--- src/inc/tps_pkg.sv ---
`default_nettype none
package tps_pkg;
   // ====================================
   // Object indices and subindices
   localparam logic [15:0] IDX_TORQUE_SET = 16'h6071;
   localparam logic [15:0] IDX_TORQUE_MAX = 16'h6072;
   localparam logic [15:0] IDX_TORQUE_DEM = 16'h6074;
   localparam logic [15:0] IDX_RATED_CUR = 16'h6075;
   localparam logic [15:0] IDX_TORQUE_ACT = 16'h6077;
   localparam logic [15:0] IDX_POS_SET = 16'h607A;
   localparam logic [15:0] IDX_POS_RANGE = 16'h607B;
   localparam logic [15:0] IDX_HOME_OFS = 16'h607C;
   localparam logic [15:0] IDX_SOFT_LIM = 16'h607D;
   localparam logic [15:0] IDX_RATED_REF = 16'h203B;
   localparam logic [7:0] SUB_COUNT = 8'h00;
   localparam logic [7:0] SUB_FIRST = 8'h01;
   localparam logic [7:0] SUB_SECOND = 8'h02;
   localparam logic [31:0] ARRAY_COUNT = 32'h0000_0002;
   // ====================================
   // Reset values
   localparam logic [15:0] RST_TORQUE = 16'h0000;
   localparam logic [31:0] RST_WORD = 32'h0000_0000;
   localparam logic [31:0] RST_POS_SET = 32'h0000_0FA0;
   // ====================================
   // Scaling and status layout
   localparam logic [41:0] PERMILLE_FULL = 42'h000_0000_03E8;
   localparam logic [15:0] TORQUE_SAT = 16'hFFFF;
   localparam int STATUS_VEL_BIT = 10;
   // ====================================
   // Timing
   localparam int MS_TIME_NS = 1000000;
   localparam int CLK_PERIOD_NS = 10;
   localparam int MS_CYCLES = (MS_TIME_NS + CLK_PERIOD_NS - 1) / CLK_PERIOD_NS;
   localparam int DIV_STEPS = 42;
endpackage : tps_pkg
`default_nettype wire

--- src/rtl/tps_window_timer.sv ---
`timescale 1ns/1ps
`default_nettype none
module tps_window_timer #(
   parameter int MS_CYCLES = tps_pkg::MS_CYCLES
) (
   input wire logic clk,
   input wire logic rst_n,
   input wire logic signed [31:0] speedActual,
   input wire logic signed [31:0] speedDemand,
   input wire logic [15:0] window,
   input wire logic [15:0] windowTime,
   output logic reached
);
   if (MS_CYCLES < 1) $error("MS_CYCLES must be at least 1");

   // ====================================
   // Millisecond enable
   logic [31:0] msCnt;
   logic msTick;
   always_ff @(posedge clk) begin
      if (!rst_n) begin
         msCnt <= 32'h0000_0000;
         msTick <= 1'b0;
      end else if (msCnt == 32'(MS_CYCLES - 1)) begin
         msCnt <= 32'h0000_0000;
         msTick <= 1'b1;
      end else begin
         msCnt <= msCnt + 32'h0000_0001;
         msTick <= 1'b0;
      end
   end

   // ====================================
   // Window check and dwell time
   logic signed [32:0] diff;
   logic [32:0] diffMag;
   logic inWin;
   logic [16:0] elapsed;
   assign diff = 33'(speedActual) - 33'(speedDemand);
   assign diffMag = diff[32] ? 33'(-diff) : 33'(diff);
   assign inWin = diffMag < 33'(window);

   // Elapsed saturates, so a long dwell never wraps back below the time
   always_ff @(posedge clk) begin
      if (!rst_n) begin
         elapsed <= 17'h0_0000;
         reached <= 1'b0;
      end else begin
         if (!inWin) begin
            elapsed <= 17'h0_0000;
         end else if (msTick && elapsed != 17'h1_FFFF) begin
            elapsed <= elapsed + 17'h0_0001;
         end
         reached <= inWin && (elapsed > 17'(windowTime));
      end
   end

   a_vel_drop: assert property (@(posedge clk) disable iff (!rst_n) !inWin |=> !reached)
      else $error("velocity reached while outside window");
   a_vel_dwell: assert property (@(posedge clk) disable iff (!rst_n)
      reached |-> $past(elapsed) > 17'($past(windowTime)))
      else $error("velocity reached before dwell time");
   c_vel_reached: cover property (@(posedge clk) disable iff (!rst_n) $rose(reached));
endmodule : tps_window_timer
`default_nettype wire

--- src/rtl/tps_setpoint_limits.sv ---
// Contract
// - Status bit 10 set once speed stays inside velocity window longer than window time.
// - Target torque is signed 16-bit, tenths of a percent of rated torque.
// - Rated torque reference comes from rated current at subindex 01 of 203B.
// - Applied torque never exceeds peak torque, proportional to peak current.
// - Unsigned 16-bit maximum torque bounds torque in torque modes.
// - Ramp generator torque demand is readable, read-only, signed 16-bit.
// - Motor rated current, unsigned 32-bit mA, mirrors the scaling rated current.
// - Measured torque is readable, read-only, signed 16-bit.
// - Signed 32-bit target position, preset 00000FA0 hex.
// - Position range min/max at subindices 1 and 2, read-only count 02; overflow beyond.
// - Target and demand positions kept inside software position limits.
// - Software limit comparison ignores the home offset.
// - Signed 32-bit home offset between own zero and machine reference.
`timescale 1ns/1ps
`default_nettype none
module tps_setpoint_limits #(
   parameter int MS_CYCLES = tps_pkg::MS_CYCLES
) (
   input wire logic clk,
   input wire logic rst_n,
   input wire logic objReq,
   input wire logic objWrite,
   input wire logic [15:0] objIndex,
   input wire logic [7:0] objSub,
   input wire logic [31:0] objWdata,
   output logic objAck,
   output logic objErr,
   output logic [31:0] objRdata,
   input wire logic signed [15:0] torqueDemandIn,
   input wire logic signed [15:0] torqueActualIn,
   input wire logic [31:0] peakCurrentMa,
   output logic signed [15:0] torqueLimited,
   input wire logic signed [31:0] positionDemandIn,
   output logic signed [31:0] positionDemandOut,
   output logic signed [31:0] positionTargetOut,
   input wire logic signed [31:0] velocityActual,
   input wire logic signed [31:0] velocityDemand,
   input wire logic [15:0] velWindow,
   input wire logic [15:0] velWindowTime,
   output logic [15:0] statusWord
);
   if (MS_CYCLES < 1) $error("MS_CYCLES must be at least 1");

   // ====================================
   // Object storage
   logic signed [15:0] torqueSetpoint;
   logic [15:0] torqueCeiling;
   logic signed [15:0] torqueDemand;
   logic signed [15:0] torqueMeasured;
   logic [31:0] ratedCurrentMa;
   logic signed [31:0] positionSetpoint;
   logic signed [31:0] rangeMin;
   logic signed [31:0] rangeMax;
   logic signed [31:0] zeroOffset;
   logic signed [31:0] softMin;
   logic signed [31:0] softMax;

   logic hit;
   logic readOnly;
   logic [31:0] readVal;
   always_comb begin
      hit = 1'b1;
      readOnly = 1'b0;
      readVal = tps_pkg::RST_WORD;
      unique case (objIndex)
         tps_pkg::IDX_TORQUE_SET: readVal = 32'({16'h0000, torqueSetpoint});
         tps_pkg::IDX_TORQUE_MAX: readVal = 32'({16'h0000, torqueCeiling});
         tps_pkg::IDX_TORQUE_DEM: begin
            readVal = 32'({16'h0000, torqueDemand});
            readOnly = 1'b1;
         end
         tps_pkg::IDX_TORQUE_ACT: begin
            readVal = 32'({16'h0000, torqueMeasured});
            readOnly = 1'b1;
         end
         tps_pkg::IDX_RATED_CUR: readVal = ratedCurrentMa;
         tps_pkg::IDX_RATED_REF: begin
            readVal = ratedCurrentMa;
            hit = (objSub == tps_pkg::SUB_FIRST);
         end
         tps_pkg::IDX_POS_SET: readVal = positionSetpoint;
         tps_pkg::IDX_HOME_OFS: readVal = zeroOffset;
         tps_pkg::IDX_POS_RANGE, tps_pkg::IDX_SOFT_LIM: begin
            readOnly = (objSub == tps_pkg::SUB_COUNT);
            hit = (objSub <= tps_pkg::SUB_SECOND);
            if (objSub == tps_pkg::SUB_COUNT) begin
               readVal = tps_pkg::ARRAY_COUNT;
            end else if (objIndex == tps_pkg::IDX_POS_RANGE) begin
               readVal = (objSub == tps_pkg::SUB_FIRST) ? rangeMin : rangeMax;
            end else begin
               readVal = (objSub == tps_pkg::SUB_FIRST) ? softMin : softMax;
            end
         end
         default: hit = 1'b0;
      endcase
   end

   logic wrOk;
   assign wrOk = objReq && objWrite && hit && !readOnly;

   // Both rated current objects share one store so scaling cannot diverge
   always_ff @(posedge clk) begin
      if (!rst_n) begin
         torqueSetpoint <= tps_pkg::RST_TORQUE;
         torqueCeiling <= tps_pkg::RST_TORQUE;
         ratedCurrentMa <= tps_pkg::RST_WORD;
         positionSetpoint <= tps_pkg::RST_POS_SET;
         rangeMin <= tps_pkg::RST_WORD;
         rangeMax <= tps_pkg::RST_WORD;
         zeroOffset <= tps_pkg::RST_WORD;
         softMin <= tps_pkg::RST_WORD;
         softMax <= tps_pkg::RST_WORD;
      end else if (wrOk) begin
         unique case (objIndex)
            tps_pkg::IDX_TORQUE_SET: torqueSetpoint <= objWdata[15:0];
            tps_pkg::IDX_TORQUE_MAX: torqueCeiling <= objWdata[15:0];
            tps_pkg::IDX_RATED_CUR, tps_pkg::IDX_RATED_REF: ratedCurrentMa <= objWdata;
            tps_pkg::IDX_POS_SET: positionSetpoint <= objWdata;
            tps_pkg::IDX_HOME_OFS: zeroOffset <= objWdata;
            tps_pkg::IDX_POS_RANGE: begin
               if (objSub == tps_pkg::SUB_FIRST) rangeMin <= objWdata;
               else rangeMax <= objWdata;
            end
            tps_pkg::IDX_SOFT_LIM: begin
               if (objSub == tps_pkg::SUB_FIRST) softMin <= objWdata;
               else softMax <= objWdata;
            end
            default: ;
         endcase
      end
   end

   always_ff @(posedge clk) begin
      if (!rst_n) begin
         objAck <= 1'b0;
         objErr <= 1'b0;
         objRdata <= tps_pkg::RST_WORD;
      end else begin
         objAck <= objReq;
         objErr <= objReq && (!hit || (objWrite && readOnly));
         objRdata <= (objReq && !objWrite && hit) ? readVal : tps_pkg::RST_WORD;
      end
   end

   always_ff @(posedge clk) begin
      if (!rst_n) begin
         torqueDemand <= tps_pkg::RST_TORQUE;
         torqueMeasured <= tps_pkg::RST_TORQUE;
      end else begin
         torqueDemand <= torqueDemandIn;
         torqueMeasured <= torqueActualIn;
      end
   end

   // ====================================
   // Peak torque in permille: peak current * 1000 / rated current
   // Serial divider trades 42 cycles of latency for no wide divider
   typedef enum logic {DIV_LOAD, DIV_RUN} tps_div_e;
   tps_div_e divState;
   logic [41:0] divNum;
   logic [31:0] divDen;
   logic [32:0] divRem;
   logic [5:0] divCnt;
   logic [15:0] peakLimit;
   logic [32:0] divShift;
   logic divBit;
   logic [41:0] divQuot;
   assign divShift = {divRem[31:0], divNum[41]};
   assign divBit = divShift >= {1'b0, divDen};
   assign divQuot = {divNum[40:0], divBit};

   always_ff @(posedge clk) begin
      if (!rst_n) begin
         divState <= DIV_LOAD;
         divNum <= 42'h000_0000_0000;
         divDen <= tps_pkg::RST_WORD;
         divRem <= 33'h0_0000_0000;
         divCnt <= 6'h00;
         peakLimit <= tps_pkg::RST_TORQUE;
      end else begin
         unique case (divState)
            DIV_LOAD: begin
               divNum <= 42'(peakCurrentMa) * tps_pkg::PERMILLE_FULL;
               divDen <= ratedCurrentMa;
               divRem <= 33'h0_0000_0000;
               divCnt <= 6'(tps_pkg::DIV_STEPS);
               divState <= DIV_RUN;
            end
            DIV_RUN: begin
               divRem <= divBit ? divShift - {1'b0, divDen} : divShift;
               divNum <= divQuot;
               divCnt <= divCnt - 6'h01;
               if (divCnt == 6'h01) begin
                  // No rated current means no reference: hold torque at zero
                  if (divDen == tps_pkg::RST_WORD) peakLimit <= tps_pkg::RST_TORQUE;
                  else if (divQuot > 42'(tps_pkg::TORQUE_SAT)) peakLimit <= tps_pkg::TORQUE_SAT;
                  else peakLimit <= divQuot[15:0];
                  divState <= DIV_LOAD;
               end
            end
         endcase
      end
   end

   // ====================================
   // Torque saturation
   logic [15:0] torqueBound;
   logic signed [16:0] boundPos;
   logic signed [16:0] torqueWide;
   assign torqueBound = (torqueCeiling < peakLimit) ? torqueCeiling : peakLimit;
   assign boundPos = 17'({1'b0, torqueBound});
   assign torqueWide = 17'(torqueSetpoint);

   always_ff @(posedge clk) begin
      if (!rst_n) begin
         torqueLimited <= tps_pkg::RST_TORQUE;
      end else if (torqueWide > boundPos) begin
         torqueLimited <= boundPos[15:0];
      end else if (torqueWide < -boundPos) begin
         torqueLimited <= 16'(-boundPos);
      end else begin
         torqueLimited <= torqueSetpoint;
      end
   end

   // ====================================
   // Position wrap and software limits
   // Limits are inactive while min is not below max; home offset is never applied
   function automatic logic signed [31:0] tps_clamp(input logic signed [31:0] p,
         input logic signed [31:0] lo, input logic signed [31:0] hi);
      if (lo >= hi) return p;
      if (p < lo) return lo;
      if (p > hi) return hi;
      return p;
   endfunction : tps_clamp

   // One fold only: a demand more than one range span outside stays partly out
   function automatic logic signed [31:0] tps_wrap(input logic signed [31:0] p,
         input logic signed [31:0] lo, input logic signed [31:0] hi);
      logic signed [33:0] w;
      w = 34'(p);
      if (lo >= hi) return p;
      if (p > hi) w = 34'(lo) + 34'(p) - 34'(hi) - 34'sd1;
      else if (p < lo) w = 34'(hi) - 34'(lo) + 34'(p) + 34'sd1;
      return w[31:0];
   endfunction : tps_wrap

   always_ff @(posedge clk) begin
      if (!rst_n) begin
         positionTargetOut <= tps_pkg::RST_POS_SET;
         positionDemandOut <= tps_pkg::RST_WORD;
      end else begin
         positionTargetOut <= tps_clamp(positionSetpoint, softMin, softMax);
         positionDemandOut <= tps_clamp(tps_wrap(positionDemandIn, rangeMin, rangeMax),
            softMin, softMax);
      end
   end

   // ====================================
   // Velocity reached status
   logic velReached;
   tps_window_timer #(.MS_CYCLES(MS_CYCLES)) uTimer (
      .clk(clk),
      .rst_n(rst_n),
      .speedActual(velocityActual),
      .speedDemand(velocityDemand),
      .window(velWindow),
      .windowTime(velWindowTime),
      .reached(velReached)
   );

   always_ff @(posedge clk) begin
      if (!rst_n) statusWord <= tps_pkg::RST_TORQUE;
      else statusWord <= 16'(velReached) << tps_pkg::STATUS_VEL_BIT;
   end

   // ====================================
   // Checks
   logic signed [16:0] limWide;
   assign limWide = 17'(torqueLimited);

   a_torque_ceiling: assert property (@(posedge clk) disable iff (!rst_n)
      $past(rst_n) |-> limWide <= $signed({1'b0, $past(torqueCeiling)})
      && limWide >= -$signed({1'b0, $past(torqueCeiling)}))
      else $error("torque above maximum torque");
   a_torque_peak: assert property (@(posedge clk) disable iff (!rst_n)
      $past(rst_n) |-> limWide <= $signed({1'b0, $past(peakLimit)})
      && limWide >= -$signed({1'b0, $past(peakLimit)}))
      else $error("torque above peak torque");
   a_torque_pass: assert property (@(posedge clk) disable iff (!rst_n)
      (torqueWide <= boundPos && torqueWide >= -boundPos) |=> torqueLimited == $past(torqueSetpoint))
      else $error("torque inside bound was altered");
   a_demand_mirror: assert property (@(posedge clk) disable iff (!rst_n)
      (objReq && !objWrite && objIndex == tps_pkg::IDX_TORQUE_DEM) |=> objRdata[15:0] == $past(torqueDemand))
      else $error("torque demand read mismatch");
   a_rated_mirror: assert property (@(posedge clk) disable iff (!rst_n)
      (objReq && objWrite && objIndex == tps_pkg::IDX_RATED_REF && objSub == tps_pkg::SUB_FIRST)
      ##1 !objReq ##1 (objReq && !objWrite && objIndex == tps_pkg::IDX_RATED_CUR) |=> objRdata == $past(objWdata, 3))
      else $error("rated current objects disagree");
   a_count_ro: assert property (@(posedge clk) disable iff (!rst_n)
      (objReq && objWrite && objIndex == tps_pkg::IDX_POS_RANGE && objSub == tps_pkg::SUB_COUNT)
      |=> objAck && objErr)
      else $error("write to count accepted");
   a_target_limits: assert property (@(posedge clk) disable iff (!rst_n)
      (softMin < softMax) ##1 $stable(softMin) && $stable(softMax) |->
      positionTargetOut >= softMin && positionTargetOut <= softMax)
      else $error("target position outside software limits");
   a_wrap_fold: assert property (@(posedge clk) disable iff (!rst_n)
      (rangeMin < rangeMax && softMin >= softMax && positionDemandIn == rangeMax + 32'sd1
      && rangeMax != 32'sh7FFF_FFFF) |=> positionDemandOut == $past(rangeMin))
      else $error("range overflow did not wrap to minimum");
   a_status_bit: assert property (@(posedge clk) disable iff (!rst_n)
      velReached |=> statusWord[tps_pkg::STATUS_VEL_BIT] ##0 statusWord[9:0] == 10'h000)
      else $error("velocity reached not reported");

   c_torque_clip: cover property (@(posedge clk) disable iff (!rst_n) torqueWide > boundPos && boundPos != 17'sd0);
   c_demand_wrap: cover property (@(posedge clk) disable iff (!rst_n)
      rangeMin < rangeMax && positionDemandIn < rangeMin);
   c_bad_index: cover property (@(posedge clk) disable iff (!rst_n) objReq && !hit);
endmodule : tps_setpoint_limits
`default_nettype wire

--- config.mk ---
export PLATFORM = sky130hd
export DESIGN_NAME = tps_setpoint_limits
export DESIGN_NICKNAME = d
export VERILOG_FILES = /design/src/inc/tps_pkg.sv /design/src/rtl/tps_window_timer.sv /design/src/rtl/tps_setpoint_limits.sv
export SDC_FILE = /design/constraint.sdc
export NUM_CORES = 2
export LEC_CHECK = 0
export ABC_AREA = 1
export BUFFER_PORTS_ARGS = -buffer_cell sky130_fd_sc_hd__buf_2
export CAP_MARGIN = 10
export CORE_UTILIZATION = 25
export CTS_CLUSTER_SIZE = 14
export DETAILED_ROUTE_END_ITERATION = 8
export GPL_ROUTABILITY_DRIVEN = 1
export HOLD_SLACK_MARGIN = 0.03
export PLACE_DENSITY = 0.51
export SLEW_MARGIN = 5
export SYNTH_ARGS = -nofsm -noshare
export SYNTH_HDL_FRONTEND = slang
export SYNTH_HIERARCHICAL = 1
export SYNTH_SLANG_ARGS = --single-unit
--- constraint.sdc ---
create_clock -name clk -period 5.2 [get_ports clk]
set_input_delay 0.78 -clock clk [delete_from_list [all_inputs] [get_ports clk]]
set_output_delay 0.78 -clock clk [all_outputs]
set_load 0.1 [all_outputs]
After elaboration in Yosys (flattened, before gate mapping)
Cells that the tools add are included.
- register bits: 598
- latch bits: 0
- memory bits (writable): 0
- ROM bits: 0
- output and inout bits: 130
- logic and storage cells: 163
- memories: 0
- $add $sub $neg: 13
- multipliers: 1
- divide/modulo/power cells: 0
- magnitude comparators: 16
- equal/unequal tests: 14
- shift-type cells: 0
- muxes and demuxes: 55
- bitwise gates (word level): 3
- reduce and logical (&&, ||, !) cells: 32
- operator list (cell ; count):
    32-bit two-way mux ; 22
    32-bit one-hot mux with 8 select lines ; 1
    16-bit by 15-bit == test with 1-bit output, second input constant ; 9
    32-bit > comparator ; 3
    32-bit less-than comparator ; 3
    32-bit subtractor ; 3
    42-bit one-hot mux with 2 select lines ; 1
    16-bit two-way mux ; 5
    32-bit adder ; 2
    32-bit >= comparator ; 2
    32-bit one-hot mux with 2 select lines ; 1
    42-bit by 16-bit > comparator with 1-bit output, second input constant ; 1
    32-bit by 7-bit multiplier with 39-bit output, second input constant ; 1
    33-bit by 32-bit >= comparator with 1-bit output ; 1
    33-bit by 16-bit less-than comparator with 1-bit output ; 1
    33-bit two-way mux ; 1
    33-bit negator ; 1
    32-bit by 32-bit subtractor with 33-bit output ; 1
    32-bit by 1-bit adder with 32-bit output, second input constant ; 1
    32-bit by 2-bit adder with 32-bit output, second input constant ; 1
    32-bit by 17-bit == test with 1-bit output, second input constant ; 1
    32-bit zero test ; 1
    32-bit by 2-bit subtractor with 32-bit output, second input constant ; 1
    1-bit two-way mux ; 20
    other kinds (24) ; 50

Logic depth before layout (Yosys ltp)
- depth in word-level cells: 17
- mapped depth: 39
- mapped depth without buffers: 39

Cells and area by module
The synthesis kept the hierarchy.
- modules (own cells, without submodules) (module ; instances ; cells each ; area each (um^2) ; sequential area each (um^2)):
    tps_setpoint_limits ; 1 ; 5493 ; 40862.9 ; 10650.2
    tps_window_timer ; 1 ; 1271 ; 7228.2 ; 1021.0

Worst setup path after synthesis
Ideal clock, no wire load.
- path kind: input -> register
- from: in positionDemandIn[1]
- to: reg positionDemandOut[11]
- arrival: 5.546 ns
- slack: -0.455 ns
- stages: 36
- cells stage by stage: inv_1 fa_1 inv_1 ha_1 fa_1 nand3_1 nand2_1 nand2_1 nand2_1 nand2_1 nand2_1 a21oi_1 o21ai_1 a21oi_1 o21ai_0 xnor2_1 nand2_1 nand3_1 o21ai_0 ha_1 a21oi_1 o21ai_0 a21oi_1 nor2_1 o21ai_0 a21oi_1 a211oi_1 xor2_1 nand2_1 clkbuf_1 nand2_1 o21ai_0 nand3_1 nand3_1 nand2_1 inv_1
- word-level cells in the longest chain between the ends: 14
- elaborated cells on any way between the ends: 27
- those cells by class: add/sub: 5; order compare: 4; mux: 18
- ends and longest elaborated chain (what ; RTL line ; RTL):
    start, declared ; tps_setpoint_limits.sv:34 ; input wire logic signed [31:0] positionDemandIn,
    32-bit adder, on equally long branches ; tps_setpoint_limits.sv:244, tps_setpoint_limits.sv:245 ;
    32-bit subtractor or 32-bit by 2-bit adder with 32-bit output (tied branches) ; tps_setpoint_limits.sv:244, tps_setpoint_limits.sv:245 ;
    32-bit by 2-bit subtractor with 32-bit output or 32-bit two-way mux (tied branches) ; tps_setpoint_limits.sv:244, tps_setpoint_limits.sv:245 ;
    32-bit two-way mux ; tps_setpoint_limits.sv:244 ; if (p > hi) w = 34'(lo) + 34'(p) - 34'(hi) - 34'sd1;
    32-bit two-way mux * ; tps_setpoint_limits.sv:244 ;
    32-bit two-way mux * ; tps_setpoint_limits.sv:250 ; if (!rst_n) begin
    32-bit > comparator ; tps_setpoint_limits.sv:234 ; if (p > hi) return hi;
    1-bit two-way mux (2 in a row) ; tps_setpoint_limits.sv:234 ;
    1-bit two-way mux ; tps_setpoint_limits.sv:233 ; if (p < lo) return lo;
    1-bit two-way mux ; tps_setpoint_limits.sv:250 ;
    32-bit two-way mux ; tps_setpoint_limits.sv:235 ; return p;
    32-bit two-way mux ; tps_setpoint_limits.sv:234 ;
    32-bit two-way mux * ; tps_setpoint_limits.sv:233 ;
    end signal, assigned ; tps_setpoint_limits.sv:252 ; positionDemandOut <= tps_pkg::RST_WORD;
    end signal, assigned ; tps_setpoint_limits.sv:255 ; positionDemandOut <= tps_clamp(tps_wrap(positionDemandIn, rangeMin, rangeMax),
    end, declared ; tps_setpoint_limits.sv:35 ; output logic signed [31:0] positionDemandOut,
Mark *: on every way between the ends. The rest lies on a longest branch, timed or not. The select of a mux whose other input is x is not followed.
A chain may end at the register's enable or synchronous reset.

Worst setup path in the final report
- from: reg rangeMax[1]
- to: reg positionDemandOut[28]
- word-level cells in the longest chain between the ends: 15
- elaborated cells on any way between the ends: 28
- those cells by class: add/sub: 5; order compare: 4; mux: 19
- ends and longest elaborated chain (what ; RTL line ; RTL):
    start, declared ; tps_setpoint_limits.sv:54 ; logic signed [31:0] rangeMax;
    start signal, assigned ; tps_setpoint_limits.sv:110 ; rangeMax <= tps_pkg::RST_WORD;
    start signal, assigned ; tps_setpoint_limits.sv:123 ; else rangeMax <= objWdata;
    32-bit subtractor ; tps_setpoint_limits.sv:245 ; else if (p < lo) w = 34'(hi) - 34'(lo) + 34'(p) + 34'sd1;
    32-bit adder ; tps_setpoint_limits.sv:245 ;
    32-bit by 2-bit adder with 32-bit output ; tps_setpoint_limits.sv:245 ;
    32-bit two-way mux ; tps_setpoint_limits.sv:245 ;
    32-bit two-way mux ; tps_setpoint_limits.sv:244 ;
    32-bit two-way mux * ; tps_setpoint_limits.sv:244 ;
    32-bit two-way mux * ; tps_setpoint_limits.sv:250 ;
    32-bit > comparator ; tps_setpoint_limits.sv:234 ;
    1-bit two-way mux (2 in a row) ; tps_setpoint_limits.sv:234 ;
    1-bit two-way mux ; tps_setpoint_limits.sv:233 ;
    1-bit two-way mux ; tps_setpoint_limits.sv:250 ;
    32-bit two-way mux ; tps_setpoint_limits.sv:235 ;
    32-bit two-way mux ; tps_setpoint_limits.sv:234 ;
    32-bit two-way mux * ; tps_setpoint_limits.sv:233 ;
Marks and branches as above.

==> impl_metrics.py <==
metrics = {
    "die": {
        "dieArea_um2": 194000,
        "initial_core_util": 0.252,
        "die_h_um": 441,
        "core.rowCount": 160,
        "coreArea_um2": 191000,
        "io_pins": 382,
        "die_w_um": 441,
    },
    "worst_setup_path": {
        "path_class": "reg -> reg",
        "critPathSlowestCell": "fa_1",
        "start_kind": "flop",
        "cp.buffers_inverters": 8,
        "reg2regPathDepth": 39,
        "timing.rr.end": "positionDemandOut[28]",
        "path_max_fanout": 8,
        "cp_top_family": "simple AND/OR/NAND/NOR gates",
        "crit_path_end_kind": "flop",
        "slowest_delay_ns": 0.49,
        "arrival_ns": 6.02,
        "crit_required_ns": 5.78,
        "crit_path_frequent_cell": "nand2_2",
        "r2r_slack_ns": -0.24,
        "r2r-start": "rangeMax[1]",
    },
    "cts": {
        "cts_tree": "yes",
        "insertion_delay_ns": 0.72,
        "clk_pin_slew_ns": 0.06,
        "cts_made_buffers": 78,
        "cts_sinks": 583,
        "ctsRootBufferMaster": "clkbuf_16",
        "postCtsHoldBufs": 0,
        "h-tree-depth": 3,
        "clk_path_buf_depth": 3,
    },
    "finish": {
        "layout-drive-gt1-share": 0.203,
        "areaGrowthSynthToFinish_pct": 28.6,
        "num-fill-cells": 20600,
        "final_nets": 8690,
    },
    "yosys": {
        "ys_seq_area_frac": 0.243,
        "synth_ff_type": "dfxtp_1",
        "async_flop_share": 0,
        "synthCells": 6764,
        "synth_edf_count": 0,
        "ys_ff_latch": 583,
        "syn-cell-area_um2": 48100,
        "synth_cell_types": 69,
        "syn_avg_cell_area_um2": 7.11,
        "yosys_warnings": 6,
    },
    "worst_hold_path": {
        "hold_path_class": "in -> reg",
        "holdPathStages": 3,
        "worstHoldStart": "torqueDemandIn[7]",
        "whs_endpoint": "torqueDemand[7]",
    },
    "route": {
        "drc": 3,
        "drt_iter0_drc": 2877,
        "wirelength_um": 191000,
        "vias": 48700,
        "drt_pass1_iterations": 9,
        "drtAntennaViolNets": 0,
        "post_drt_wl_per_cell_um": 18.5,
        "routed_via_density": 4.73,
    },
    "job": {
        "max_cap_violations": 0,
    },
    "global_routing": {
        "grtUsageTotal": 0.192,
        "grt_pass1_wl_um": 286000,
        "top_usage_layer": "met2",
        "grt_pass1_vias": 47700,
        "grt_max_degree": 158,
        "overflow": 0,
        "met3_usage": 0.0224,
        "antenna_found_initial": 26,
        "met2_usage": 0.337,
        "grtUsageMet1": 0.224,
    },
    "run_status": {
        "outcome": "finished, violations left",
        "failed_checks": "DRC, setup timing",
    },
    "placement": {
        "hpwl_um": 155000,
        "numPortBuffers": 366,
        "post-place-ws_ns": -1.06,
        "gp_congestion": 0.936,
    },
    "sta": {
        "setup_ws_ns": -0.238,
        "fmax_mhz": 184,
        "fin_crit_ns": 5.44,
        "grt_setup_unrepaired": "yes",
        "worst_slew_pin_slew_ns": 1.20,
        "finClkSkew_ns": 0.0597,
        "finalHoldViolations": 0,
        "drv_slew": 0,
        "hold_ws_ns": 0.269,
        "finalSetupViolCount": 32,
        "relSlewSlack": 0.193,
        "period_share": 1.05,
    },
    "power_and_ir_drop": {
        "irDropWorstVdd_mv": 0.550,
        "leakage_nw": 28.9,
        "power_density_nw_per_um2": 320,
    },
}
==> synthesized netlist by cell type (31+ instances only) <==
master    count  area [um^2]
a211oi_1    161         1210
a21oi_1     617         3090
buf_2        31          155
clkbuf_1    170          638
dfxtp_1     583        11700
fa_1        183         3660
ha_1        552         6910
inv_1      1102         4140
nand2_1    1110         4170
nand2_2      32          200
nand3_1     276         1380
nand4_1      70          438
nor2_1      572         2150
nor3_1       55          275
nor4_1       37          231
o211ai_1     34          255
o21ai_0     549         2750
o21ai_1      56          280
o22ai_1      90          563
xnor2_1      58          508
xor2_1       77          674
==> logic make-up after synthesis <==
| logic type | share of synthesized area |
|---|---|
| AND/OR/NAND/NOR | 0.202 |
| AO/OA/AOI/OAI | 0.200 |
| buffers and inverters | 0.110 |
| adder cells (fa/ha/maj) | 0.220 |
| flip-flops | 0.243 |
| XOR/XNOR | 0.0246 |
| multiplexers | 0.000416 |
| other | 0.0000780 |
==> timing repair <==
action	CTS	global route
resized for setup	138	139
gates cloned	3	2
pin swaps	69	94
setup endpoints to repair	35	51
endpoints found under the hold margin	0	0
buffers inserted	18	23
==> stage by stage <==
step	TNS, ns	cell area [um^2]	util	total power, W	std cells
after floorplan	-0.457	48300	-	0.0107	6778
after global placement	-28.90	57400	0.301	0.0136	10100
after detailed placement	-35.27	57400	0.301	0.0137	10100
after CTS	-6.65	61000	0.320	0.0199	10300
after global routing	-15.16	61800	0.324	0.0213	10300
final	-6.13	61800	0.324	0.0198	10300
==> state kept, by name (all words and copies together), names as in the netlist, 17 cells and up <==
name / flops
uTimer/msCnt: 32
divRem: 32
rangeMax: 32
positionDemandOut: 32
objRdata: 32
softMin: 32
softMax: 32
ratedCurrentMa: 32
uTimer/elapsed: 17
rangeMin: 32
positionTargetOut: 32
divNum: 42
zeroOffset: 32
positionSetpoint: 32
divDen: 32
==> per-layer routing <==
layer / part of all wire / vias up
met5: 0 / -
met4: 0.062 / 0
met3: 0.041 / 379
met2: 0.49 / 1242
met1: 0.41 / 22700
li1: - / 24400
==> cells in the final DEF (no fill, tap or decap), drive strengths merged, types with 24 or more instances in the layout <==
cell / synthesis / final
o22ai: 90 / 90
nor3: 66 / 66
a211oi: 161 / 161
o21ai: 608 / 608
nor4: 41 / 41
o21a: 25 / 25
o211ai: 34 / 34
clkbuf: 170 / 107
fa: 183 / 183
dfxtp: 583 / 583
inv: 1133 / 1136
nand2: 1144 / 1144
a221oi: 24 / 24
buf: 68 / 1081
a21oi: 622 / 622
nand3: 292 / 292
ha: 552 / 552
xor2: 77 / 77
nand4: 70 / 70
xnor2: 58 / 58
nor2: 602 / 602
==> layout make-up <==
cell class                 count  area [um^2]  area share
antenna                       18         45.0    0.000729
clock buffer                 106         2190      0.0354
clock inverter                38          679      0.0110
inverter                    1137         4290      0.0694
multi-input combinational   4821        32300       0.522
sequential                   583        11700       0.189
tap                         2511         3140      0.0508
timing repair buffer        1082         7500       0.121
==> worst max-delay path by stage <==
stage	from	slack, ns	end	cells past startpoint
global route	rangeMin[0]	-0.53	positionDemandOut[25]	32
global placement	positionDemandIn[0]	-0.92	positionDemandOut[1]	34
detailed placement	positionDemandIn[2]	-1.06	positionDemandOut[11]	34
CTS	rangeMax[1]	-0.25	positionDemandOut[7]	38
finish	rangeMax[1]	-0.24	positionDemandOut[28]	39
floorplan	positionDemandIn[1]	-0.03	positionDemandOut[30]	36
==> worst register-to-register path: cells and delay by family, from the launching register on <==
family | cells | cell delay, ns
and+or+nand+nor | 17 | 1.51
DFF | 1 | 0.32
buffers and inverters | 8 | 0.92
AOI/OAI and AO/OA | 9 | 0.90
adders and majority gates | 4 | 1.33
xor gates and xnor gates | 1 | 0.31
==> where the power goes <==
part / switching, W / leakage (nW) / internal [W] / total [W]
Sequential: 0.000141 / 4.74 / 0.00473 / 0.00487
Clock: 0.00237 / 1.39 / 0.00365 / 0.00601
Combinational: 0.00514 / 22.8 / 0.00378 / 0.00892
Note: power is estimated with default switching activity, not from simulation.
